[src/rtl/rdc_defs.svh]
// Register map, field positions and reset values of the reset driver control block
`ifndef RDC_DEFS_SVH
`define RDC_DEFS_SVH
`define RDC_ADDR_W 5
`define RDC_OFF_CTRL 5'h00
`define RDC_OFF_STATUS 5'h04
`define RDC_OFF_IRQ_STAT 5'h08
`define RDC_OFF_IRQ_MASK 5'h0c
`define RDC_OFF_SER_RX 5'h10
`define RDC_OFF_SER_TX 5'h14
`define RDC_OFF_SER_CNT 5'h18
`define RDC_CTRL_W 3
`define RDC_CTRL_RST 3'h0
`define RDC_CTRL_BIAS 0
`define RDC_CTRL_OFFSET 1
`define RDC_CTRL_NEG_RST 2
`define RDC_IRQ_W 3
`define RDC_IRQ_RST 3'h0
`define RDC_IRQ_STROBE 0
`define RDC_IRQ_FRAME 1
`define RDC_IRQ_INIT 2
`define RDC_RESP_OKAY 2'h0
`define RDC_RESP_SLVERR 2'h2
`define RDC_PIN_W 14
`define RDC_PIN_RST 14'h0011
`define RDC_CNT_W 8
`define RDC_CNT_MAX 8'hff
`endif

[src/rtl/rdc_pkg.sv]
// Types shared by the reset driver control block
package rdc_pkg;
   typedef struct packed {
      logic [3:0] group;
      logic [1:0] level;
      logic [1:0] mode;
   } rdc_drv_ctrl_type;

   typedef struct packed {
      rdc_drv_ctrl_type ctrl;
      logic strobe;
      logic out_en_n;
      logic init_n;
      logic sclk;
      logic din;
      logic sel_n;
   } rdc_pins_type;

   typedef enum logic {
      RDC_SER_IDLE,
      RDC_SER_SHIFT
   } rdc_ser_state_type;
endpackage

[src/rtl/rdc_top.sv]
// Reset driver control pins, serial port and AXI4-Lite registers
//
// Notes on behaviour
// - Rising strobe edge captures mode, level and group select together.
// - Two-bit mode select chooses the driver operating mode.
// - Two-bit level select chooses the driver output level.
// - Driver outputs enabled only while the active-low output enable is low.
// - Output enable reads high when undriven, so drivers start disabled.
// - Init input low forces driver state to the offset level.
// - Serial data in is sampled on the serial clock rising edge.
// - Serial select is active low and opens a transfer.
// - Read data returns on the dedicated serial data output.
// - Three active-high enables switch the bias, offset and reset regulators.
// - Interrupt to the controller is signalled by driving the output low.
// - Four-bit group select is captured with the other driver controls.
`include "rdc_defs.svh"
module rdc_top
   import rdc_pkg::*;
#(
   parameter int SER_W = 16
) (
   // Clock and reset
   input wire logic aclk,
   input wire logic aresetn,
   // AXI4-Lite write channels
   input wire logic [`RDC_ADDR_W-1:0] s_axi_awaddr,
   input wire logic s_axi_awvalid,
   output logic s_axi_awready,
   input wire logic [31:0] s_axi_wdata,
   input wire logic [3:0] s_axi_wstrb,
   input wire logic s_axi_wvalid,
   output logic s_axi_wready,
   output logic [1:0] s_axi_bresp,
   output logic s_axi_bvalid,
   input wire logic s_axi_bready,
   // AXI4-Lite read channels
   input wire logic [`RDC_ADDR_W-1:0] s_axi_araddr,
   input wire logic s_axi_arvalid,
   output logic s_axi_arready,
   output logic [31:0] s_axi_rdata,
   output logic [1:0] s_axi_rresp,
   output logic s_axi_rvalid,
   input wire logic s_axi_rready,
   // Driver control pins
   input wire logic [1:0] drv_mode_sel,
   input wire logic [1:0] drv_level_sel,
   input wire logic [3:0] drv_group_sel,
   input wire logic drv_strobe,
   input wire logic drv_out_en_n,
   input wire logic drv_init_n,
   // Driver state
   output logic [1:0] drv_mode,
   output logic [1:0] drv_level,
   output logic [3:0] drv_group,
   output logic drv_enable,
   output logic drv_at_offset,
   // Serial port
   input wire logic ser_port_clk,
   input wire logic ser_port_din,
   input wire logic ser_port_sel_n,
   output logic ser_port_dout,
   // Regulator enables and interrupt
   output logic bias_level_en,
   output logic offset_level_en,
   output logic neg_rst_level_en,
   output logic ctrl_irq_n
);
   rdc_pins_type pins_raw;
   rdc_pins_type pins_f;
   rdc_pins_type pins_p_q;
   rdc_drv_ctrl_type drv_q;
   logic drv_enable_q;
   logic drv_at_offset_q;
   logic strobe_rise;
   logic init_fall;
   logic sclk_rise;
   logic sclk_fall;
   logic [`RDC_CTRL_W-1:0] ctrl_q;
   logic [`RDC_IRQ_W-1:0] mask_q;
   logic [`RDC_IRQ_W-1:0] stat_q;
   logic [`RDC_IRQ_W-1:0] stat_set;
   logic [`RDC_IRQ_W-1:0] stat_clr;
   logic irq_n_q;
   logic [SER_W-1:0] tx_q;
   logic [SER_W-1:0] rx_word;
   logic [`RDC_CNT_W-1:0] rx_bits;
   logic ser_done;
   logic ser_busy;
   logic awready_q;
   logic wready_q;
   logic bvalid_q;
   logic [1:0] bresp_q;
   logic arready_q;
   logic rvalid_q;
   logic [1:0] rresp_q;
   logic [31:0] rdata_q;
   logic aw_hold_q;
   logic w_hold_q;
   logic [`RDC_ADDR_W-1:0] awaddr_q;
   logic [31:0] wdata_q;
   logic [3:0] wstrb_q;
   logic do_write;
   logic rd_take;
   logic [31:0] rd_val;
   logic [31:0] wr_ctrl;
   logic [31:0] wr_mask;
   logic [31:0] wr_tx;

   // True for a word offset that holds a register
   function automatic logic rdc_mapped(input logic [`RDC_ADDR_W-1:0] a);
      logic ok;
      ok = 1'b0;
      case (a)
         `RDC_OFF_CTRL, `RDC_OFF_STATUS, `RDC_OFF_IRQ_STAT, `RDC_OFF_IRQ_MASK,
         `RDC_OFF_SER_RX, `RDC_OFF_SER_TX, `RDC_OFF_SER_CNT: ok = 1'b1;
         default: ok = 1'b0;
      endcase
      return ok;
   endfunction

   // Byte-lane merge of write data into an old value
   function automatic logic [31:0] rdc_merge(input logic [31:0] old, input logic [31:0] wd,
                                             input logic [3:0] st);
      logic [31:0] r;
      r = old;
      for (int i = 0; i < 4; i++) begin
         if (st[i]) begin
            r[8*i +: 8] = wd[8*i +: 8];
         end
      end
      return r;
   endfunction

   assign pins_raw = {drv_group_sel, drv_level_sel, drv_mode_sel, drv_strobe, drv_out_en_n,
                      drv_init_n, ser_port_clk, ser_port_din, ser_port_sel_n};

   rdc_sync #(
      .WIDTH(`RDC_PIN_W),
      .RST_VAL(`RDC_PIN_RST)
   ) u_sync (
      .aclk(aclk),
      .aresetn(aresetn),
      .pin_in(pins_raw),
      .level_q(pins_f)
   );

   always_ff @(posedge aclk) begin
      if (!aresetn) begin
         pins_p_q <= `RDC_PIN_RST;
      end else begin
         pins_p_q <= pins_f;
      end
   end

   assign strobe_rise = pins_f.strobe & ~pins_p_q.strobe;
   assign init_fall = ~pins_f.init_n & pins_p_q.init_n;
   // edges counted only inside a frame
   assign sclk_rise = pins_f.sclk & ~pins_p_q.sclk & ~pins_f.sel_n;
   assign sclk_fall = ~pins_f.sclk & pins_p_q.sclk & ~pins_f.sel_n;

   // Driver control capture
   always_ff @(posedge aclk) begin
      if (!aresetn) begin
         drv_q <= '0;
         drv_at_offset_q <= 1'b1;
      end else if (!pins_f.init_n) begin
         drv_q <= '0;
         drv_at_offset_q <= 1'b1;
      end else if (strobe_rise) begin
         drv_q <= pins_f.ctrl;
         drv_at_offset_q <= 1'b0;
      end
   end

   // Driver output enable
   always_ff @(posedge aclk) begin
      if (!aresetn) begin
         drv_enable_q <= 1'b0;
      end else begin
         drv_enable_q <= ~pins_f.out_en_n & pins_f.init_n;
      end
   end

   rdc_ser_port #(
      .WIDTH(SER_W)
   ) u_ser (
      .aclk(aclk),
      .aresetn(aresetn),
      .sel_n(pins_f.sel_n),
      .clk_rise(sclk_rise),
      .clk_fall(sclk_fall),
      .din(pins_f.din),
      .dout_q(ser_port_dout),
      .tx_word(tx_q),
      .rx_word_q(rx_word),
      .rx_bits_q(rx_bits),
      .done_q(ser_done),
      .busy_q(ser_busy)
   );

   // AXI write address and data, taken in either order
   assign do_write = aw_hold_q & w_hold_q & ~bvalid_q;

   always_ff @(posedge aclk) begin
      if (!aresetn) begin
         awready_q <= 1'b1;
         wready_q <= 1'b1;
         aw_hold_q <= 1'b0;
         w_hold_q <= 1'b0;
         awaddr_q <= '0;
         wdata_q <= '0;
         wstrb_q <= '0;
         bvalid_q <= 1'b0;
         bresp_q <= `RDC_RESP_OKAY;
      end else begin
         if (s_axi_awvalid && awready_q) begin
            awaddr_q <= s_axi_awaddr;
            aw_hold_q <= 1'b1;
            awready_q <= 1'b0;
         end
         if (s_axi_wvalid && wready_q) begin
            wdata_q <= s_axi_wdata;
            wstrb_q <= s_axi_wstrb;
            w_hold_q <= 1'b1;
            wready_q <= 1'b0;
         end
         if (do_write) begin
            aw_hold_q <= 1'b0;
            w_hold_q <= 1'b0;
            bvalid_q <= 1'b1;
            bresp_q <= (rdc_mapped(awaddr_q)) ? `RDC_RESP_OKAY : `RDC_RESP_SLVERR;
         end else if (bvalid_q && s_axi_bready) begin
            bvalid_q <= 1'b0;
            awready_q <= 1'b1;
            wready_q <= 1'b1;
         end
      end
   end

   always_comb begin
      wr_ctrl = rdc_merge(32'(ctrl_q), wdata_q, wstrb_q);
      wr_mask = rdc_merge(32'(mask_q), wdata_q, wstrb_q);
      wr_tx = rdc_merge(32'(tx_q), wdata_q, wstrb_q);
   end

   // Writable registers
   always_ff @(posedge aclk) begin
      if (!aresetn) begin
         ctrl_q <= `RDC_CTRL_RST;
         mask_q <= `RDC_IRQ_RST;
         tx_q <= '0;
      end else if (do_write) begin
         case (awaddr_q)
            `RDC_OFF_CTRL: ctrl_q <= wr_ctrl[`RDC_CTRL_W-1:0];
            `RDC_OFF_IRQ_MASK: mask_q <= wr_mask[`RDC_IRQ_W-1:0];
            `RDC_OFF_SER_TX: tx_q <= wr_tx[SER_W-1:0];
            default: begin
            end
         endcase
      end
   end

   // Read data selection
   always_comb begin
      rd_val = 32'h0;
      case (s_axi_araddr)
         `RDC_OFF_CTRL: rd_val = 32'(ctrl_q);
         `RDC_OFF_STATUS: rd_val = 32'({ser_busy, pins_f.init_n, drv_enable_q,
                                        drv_at_offset_q, drv_q});
         `RDC_OFF_IRQ_STAT: rd_val = 32'(stat_q);
         `RDC_OFF_IRQ_MASK: rd_val = 32'(mask_q);
         `RDC_OFF_SER_RX: rd_val = 32'(rx_word);
         `RDC_OFF_SER_TX: rd_val = 32'(tx_q);
         `RDC_OFF_SER_CNT: rd_val = 32'(rx_bits);
         default: rd_val = 32'h0;
      endcase
   end

   assign rd_take = s_axi_arvalid & arready_q;

   always_ff @(posedge aclk) begin
      if (!aresetn) begin
         arready_q <= 1'b1;
         rvalid_q <= 1'b0;
         rresp_q <= `RDC_RESP_OKAY;
         rdata_q <= 32'h0;
      end else if (rd_take) begin
         arready_q <= 1'b0;
         rvalid_q <= 1'b1;
         rdata_q <= rd_val;
         rresp_q <= (rdc_mapped(s_axi_araddr)) ? `RDC_RESP_OKAY : `RDC_RESP_SLVERR;
      end else if (rvalid_q && s_axi_rready) begin
         rvalid_q <= 1'b0;
         arready_q <= 1'b1;
      end
   end

   // Sticky events; a new event beats the read-clear
   always_comb begin
      stat_set = '0;
      stat_set[`RDC_IRQ_STROBE] = strobe_rise & pins_f.init_n;
      stat_set[`RDC_IRQ_FRAME] = ser_done;
      stat_set[`RDC_IRQ_INIT] = init_fall;
      stat_clr = (rd_take && s_axi_araddr == `RDC_OFF_IRQ_STAT) ? '1 : '0;
   end

   always_ff @(posedge aclk) begin
      if (!aresetn) begin
         stat_q <= `RDC_IRQ_RST;
      end else begin
         stat_q <= (stat_q & ~stat_clr) | stat_set;
      end
   end

   always_ff @(posedge aclk) begin
      if (!aresetn) begin
         irq_n_q <= 1'b1;
      end else begin
         irq_n_q <= ~|(stat_q & mask_q);
      end
   end

   assign s_axi_awready = awready_q;
   assign s_axi_wready = wready_q;
   assign s_axi_bvalid = bvalid_q;
   assign s_axi_bresp = bresp_q;
   assign s_axi_arready = arready_q;
   assign s_axi_rvalid = rvalid_q;
   assign s_axi_rresp = rresp_q;
   assign s_axi_rdata = rdata_q;
   assign drv_mode = drv_q.mode;
   assign drv_level = drv_q.level;
   assign drv_group = drv_q.group;
   assign drv_enable = drv_enable_q;
   assign drv_at_offset = drv_at_offset_q;
   assign bias_level_en = ctrl_q[`RDC_CTRL_BIAS];
   assign offset_level_en = ctrl_q[`RDC_CTRL_OFFSET];
   assign neg_rst_level_en = ctrl_q[`RDC_CTRL_NEG_RST];
   assign ctrl_irq_n = irq_n_q;
endmodule

[src/rtl/rdc_sync.sv]
// Three-stage pin synchroniser with agreement filter
module rdc_sync #(
   parameter int WIDTH = 1,
   parameter logic [WIDTH-1:0] RST_VAL = '0
) (
   // Clock and reset
   input wire logic aclk,
   input wire logic aresetn,
   // Pins and filtered levels
   input wire logic [WIDTH-1:0] pin_in,
   output logic [WIDTH-1:0] level_q
);
   logic [WIDTH-1:0] s1_q;
   logic [WIDTH-1:0] s2_q;
   logic [WIDTH-1:0] s3_q;

   always_ff @(posedge aclk) begin
      if (!aresetn) begin
         s1_q <= RST_VAL;
         s2_q <= RST_VAL;
         s3_q <= RST_VAL;
         level_q <= RST_VAL;
      end else begin
         s1_q <= pin_in;
         s2_q <= s1_q;
         s3_q <= s2_q;
         // A bit changes only once stages two and three agree
         level_q <= (s3_q & ~(s2_q ^ s3_q)) | (level_q & (s2_q ^ s3_q));
      end
   end
endmodule

[src/rtl/rdc_ser_port.sv]
// Serial port shift engine framed by the select level
`include "rdc_defs.svh"
module rdc_ser_port
   import rdc_pkg::*;
#(
   parameter int WIDTH = 16
) (
   // Clock and reset
   input wire logic aclk,
   input wire logic aresetn,
   // Filtered link signals
   input wire logic sel_n,
   input wire logic clk_rise,
   input wire logic clk_fall,
   input wire logic din,
   output logic dout_q,
   // Words
   input wire logic [WIDTH-1:0] tx_word,
   output logic [WIDTH-1:0] rx_word_q,
   output logic [`RDC_CNT_W-1:0] rx_bits_q,
   output logic done_q,
   output logic busy_q
);
   rdc_ser_state_type state_q;
   logic [WIDTH-1:0] rx_sh_q;
   logic [WIDTH-1:0] tx_sh_q;
   logic [`RDC_CNT_W-1:0] cnt_q;

   always_ff @(posedge aclk) begin
      if (!aresetn) begin
         state_q <= RDC_SER_IDLE;
         rx_sh_q <= '0;
         tx_sh_q <= '0;
         cnt_q <= '0;
         rx_word_q <= '0;
         rx_bits_q <= '0;
         done_q <= 1'b0;
         dout_q <= 1'b0;
         busy_q <= 1'b0;
      end else begin
         done_q <= 1'b0;
         case (state_q)
            RDC_SER_IDLE: begin
               if (!sel_n) begin
                  state_q <= RDC_SER_SHIFT;
                  busy_q <= 1'b1;
                  rx_sh_q <= '0;
                  cnt_q <= '0;
                  tx_sh_q <= tx_word;
                  dout_q <= tx_word[WIDTH-1];
               end
            end
            RDC_SER_SHIFT: begin
               if (sel_n) begin
                  state_q <= RDC_SER_IDLE;
                  busy_q <= 1'b0;
                  rx_word_q <= rx_sh_q;
                  rx_bits_q <= cnt_q;
                  done_q <= 1'b1;
                  dout_q <= 1'b0;
               end else if (clk_rise) begin
                  rx_sh_q <= {rx_sh_q[WIDTH-2:0], din};
                  if (cnt_q != `RDC_CNT_MAX) begin
                     cnt_q <= cnt_q + 1'b1;
                  end
               end else if (clk_fall) begin
                  tx_sh_q <= {tx_sh_q[WIDTH-2:0], 1'b0};
                  dout_q <= tx_sh_q[WIDTH-2];
               end
            end
            default: begin
               state_q <= RDC_SER_IDLE;
            end
         endcase
      end
   end
endmodule

[config.mk]
export PLATFORM = sky130hd
export DESIGN_NAME = rdc_top
export DESIGN_NICKNAME = d
export VERILOG_FILES = /design/src/rtl/rdc_pkg.sv /design/src/rtl/rdc_top.sv /design/src/rtl/rdc_sync.sv /design/src/rtl/rdc_ser_port.sv
export VERILOG_INCLUDE_DIRS = /design/src /design/src/rtl
export SDC_FILE = /design/constraint.sdc
export NUM_CORES = 1
export LEC_CHECK = 0
export ABC_CLOCK_PERIOD_IN_PS = 3950
export BUFFER_PORTS_ARGS = -buffer_cell sky130_fd_sc_hd__buf_2
export CAP_MARGIN = 40
export CORE_MARGIN = 2
export CORE_UTILIZATION = 61
export DETAILED_ROUTE_END_ITERATION = 8
export GPL_ROUTABILITY_DRIVEN = 0
export HOLD_SLACK_MARGIN = 0.15
export PLACE_DENSITY = 0.92
export SYNTH_ARGS = -nofsm -noshare
export SYNTH_HDL_FRONTEND = slang
export SYNTH_SLANG_ARGS = --single-unit
[constraint.sdc]
create_clock -name aclk -period 3.95 [get_ports aclk]
set_input_delay 0.395 -clock aclk [delete_from_list [all_inputs] [get_ports aclk]]
set_output_delay 0.395 -clock aclk [all_outputs]
set_load 0.1 [all_outputs]
==> metrics.md <==
| Metric | Value |
|---|---|
| Status | complete, no violations |
| Flops & latches, synth | 210 |
| CTS sink cnt | 210 |
| Crit path depth | 5 |
| Largest net degree at the start of global routing | roughly 110 |
| Initial antenna violation count | 0 |
| Final period util | between 50% and 60% |
| Reg2Reg Setup Slack | roughly 1.7 ns |
| Type of the worst setup path | reg2reg |
| Commonest non-fill, non-tap cell in the layout | dfxtp_1 |
| R2R depth | 5 |
| Commonest cells after routing, fill and taps aside | dfxtp_1 (209), nand2_1 (127), buf_2 (85) |
| Clk buf depth | 3 |
| Delay-heaviest family, CP | compound AO/OA/AOI/OAI gates |
| Non-filler cells, final | roughly 1100 |
| Final Hold Fails | 0 |
| Mean Syn Cell Area | 9.64 sq um |
| Drt drc | 0 |
| Synthesized netlist cell count | just under 900 |
| Post-DRT Antenna Nets | 0 |
| Clk pin slew, worst setup/hold paths | ~0.06 ns |
| Seq pwr share | about half |
| Yosys warning total | 0 |
| CORE AREA | 13300 sq um |
| DIE HEIGHT | between 100 and 150 um |
| Post-Synthesis Cell Area | between 8000 and 9000 sq um |
| Maximum clock rate | approximately 0.44 GHz |
| First-pass GRT wire length | between 30000 and 40000 um |
| Internal | 3.46 mW |
| IO buf count | 86 |
| Switching Fraction | between 20% and 30% |
| DIE AREA | 14700 sq um |
| FFs w/ async S/R, synth | 0% |
| Area Growth Syn to Fin | 15.5% |
| DR WL/cell | between 15 and 20 um |
| Max-slew headroom at the worst pin | 40.7% |
| Startpoint types | flop |
| Min-delay worst type | in2reg |
| Post-CTS Resized | 0 |
| Total Routed Length | about 18000 um |
| Starting DRC count in detailed routing | between 400 and 500 |
| Inst Count DP | roughly 1100 |
| Die width | around 120 um |
| Sum Neg Setup Slack | 0 ns |
| Final instance area | about 9700 sq um |
| Static Leakage | a little under 4 nW |
| H-tree Lvls | 1 |
| Seq/Total Area, Yosys | between 50% and 60% |
| Worst-margin pin slew | 0.889 ns |
| Slowest-stage cell, CP | ha_1 |
| Setup crit end kind | flop |
| Fillers | 909 |
| Final setup viols | 0 |
| Worst path bufs/invs | 0 |
| Post-layout util | 72.5% |
| Post-synth EDFFs | 0 |
| Root Buffer | clkbuf_16 |
| VDD IR max | roughly 0.38 mV |
| Worst skew pair latency | roughly 0.5 ns |
| Vias | approximately 6500 |
| Vias in the first global route | 6161 |
| Worst path cell trace | ha_1 > or2_2 > o21ai_0 > nor2_1 > a31o_2 |
| Clock skew | between 0.015 and 0.02 ns |
| Drt first pass iters | 5 |
| Max cap viols | 0 |
| Clock power share | about 45% |
| Number of diodes | 0 |
| Distinct cell type count after synthesis | 60 |
| Top-level I/O count | 123 |
| GRT Residual Overflow | 0 |
| Period minus WS final | 2.29 ns |
| Post-CTS setup repair buffer count | 0 |
| WP data arrival | 2.67 ns |
| Synth Flop Type | dfxtp_1 |
| Starting Density | 62.8% |
| CP max stage delay | 0.53 ns |
| Hpwl dp | ~11000 um |
| Net Sw Power | about 1.0 mW |
| CTS tree | built |
| Total power density per cell area | between 400 and 500 nW/um^2 |
| Post-DP Area | about 8800 sq um |
| Vias per cell | approximately 5.7 |
| Worst Path Required | about 4.3 ns |
| RSZ-0062 raised after global routing | false |
| Number of buffers inserted during clock tree synthesis | 21 |
| Site row count | between 40 and 50 |
| Layout cells sized above 1 | 16.1% |
| Hold depth | 3 |
| Final nets | between 1000 and 1500 |
| Overall Global Routing Usage | ~25% |
| Max FO, Critical Path | 15 |
| Comb pwr share | ~6.3% |
| Max Transition Viols Final | 0 |
-- timing repair --
| action | CTS | global route |
|---|---|---|
| endpoints found under the hold margin | 17 | 0 |
| hold buffers | 17 | 0 |
| endpoints found under the setup margin | 0 | 0 |
-- cell usage after synthesis, types with 2 or more instances --
cell type	count	area share, %
nand3_1	37	2.2
mux2i_1	61	7.3
o21ai_0	44	2.6
and3_1	5	0.37
a21boi_2	4	0.54
a32oi_1	3	0.31
a211oi_1	3	0.27
and2_1	47	3.5
clkbuf_1	31	1.4
buf_2	11	0.66
o211a_1	17	2.0
nor2b_1	44	3.3
buf_6	3	0.40
a21boi_1	12	1.1
and4_1	3	0.31
a22oi_1	10	0.90
ha_1	3	0.45
nor4b_1	3	0.31
nand4_1	4	0.30
a211oi_2	3	0.45
buf_1	5	0.22
buf_4	20	1.8
nor3_1	2	0.12
dfxtp_1	210	50
a22o_1	3	0.31
inv_1	5	0.22
mux2_2	12	1.6
nand2b_1	29	2.2
a21oi_1	24	1.4
nor2_1	13	0.58
o2bb2ai_1	5	0.52
nand2_1	127	5.7
a21boi_0	40	3.6
-- tightest hold or removal path, stage by stage --
cell and delay [ns]:
buf_2 0.09, nand2_1 0.04, a21boi_0 0.06
-- registers in the layout (all words and copies together), names as in the netlist, 4 cells and up, named ones only --
signal and count:
drv_group 4, u_ser.rx_word_q 16, tx_q 16, u_ser.tx_sh_q 15, s_axi_rdata 16, awaddr_q 5
u_ser.rx_sh_q 16, u_ser.cnt_q 8, u_sync.s1_q 14, u_sync.s3_q 14, u_sync.s2_q 14, u_ser.rx_bits_q 8
wdata_q 16
-- power groups by stage --
| stage | registers [mW] | clock network (mW) | logic (mW) |
|---|---|---|---|
| 2_1_floorplan | 2.26 | 0 | 0.196 |
| 3_3_place_gp | 2.23 | 0 | 0.264 |
| 4_1_cts | 2.18 | 2.05 | 0.281 |
| 6_report | 2.18 | 2.04 | 0.283 |
| 3_5_place_dp | 2.23 | 0 | 0.267 |
| 5_1_grt | 2.19 | 2.15 | 0.302 |
-- final timing paths --
check / startpoint / endpoint
setup reg to reg: flop / u_ser.cnt_q[5]
hold reg to reg: u_sync.s1_q[4] / u_sync.s2_q[4]
setup / recovery: flop / u_ser.cnt_q[5]
hold / removal: s_axi_wstrb[1] / wstrb_q[1]
-- area by class of cell --
type | instances | area (sq um) | area share (%)
inverter | 5 | 18.8 | 0.194
tap | 176 | 220 | 2.27
sequential | 210 | 4210 | 43.4
clock buffer | 29 | 616 | 6.36
multi-input combinational | 602 | 3850 | 39.8
timing repair buffer | 109 | 668 | 6.90
clock inverter | 9 | 104 | 1.07
-- metal layers --
metal  global-route usage [%]  vias to the layer above  wire length [um]
li1                         -                     3124                 -
met1                     32.2                     3075              7830
met2                     44.3                      222              9100
met3                     3.67                       40              1040
met4                     6.61                        0               414
met5                        0                        -                 0
-- kinds of logic (layout without fill, tap and decap cells) --
group / count (synthesis) / in the layout / synth area share, %
and+or+nand+nor: 327 / 327 / 20.3
other: 1 / 18 / 0.0447
buffers and inverters: 75 / 152 / 4.69
AOI/OAI and AO/OA: 181 / 181 / 15.5
adders and majority gates: 3 / 3 / 0.448
DFF: 210 / 210 / 50.1
muxes: 73 / 73 / 8.90
-- per-stage QoR --
| stage | worst slack (ns) | total power, mW | hold slack (ns) |
|---|---|---|---|
| after global placement | 1.68 | 2.49 | 0.391 |
| after floorplan | 1.73 | 2.45 | 0.386 |
| after global routing | 1.47 | 4.64 | 0.152 |
| after detailed placement | 1.63 | 2.50 | 0.399 |
| final | 1.66 | 4.51 | 0.154 |
| after CTS | 1.63 | 4.51 | 0.151 |
Note: power is estimated with default switching activity, not from simulation.
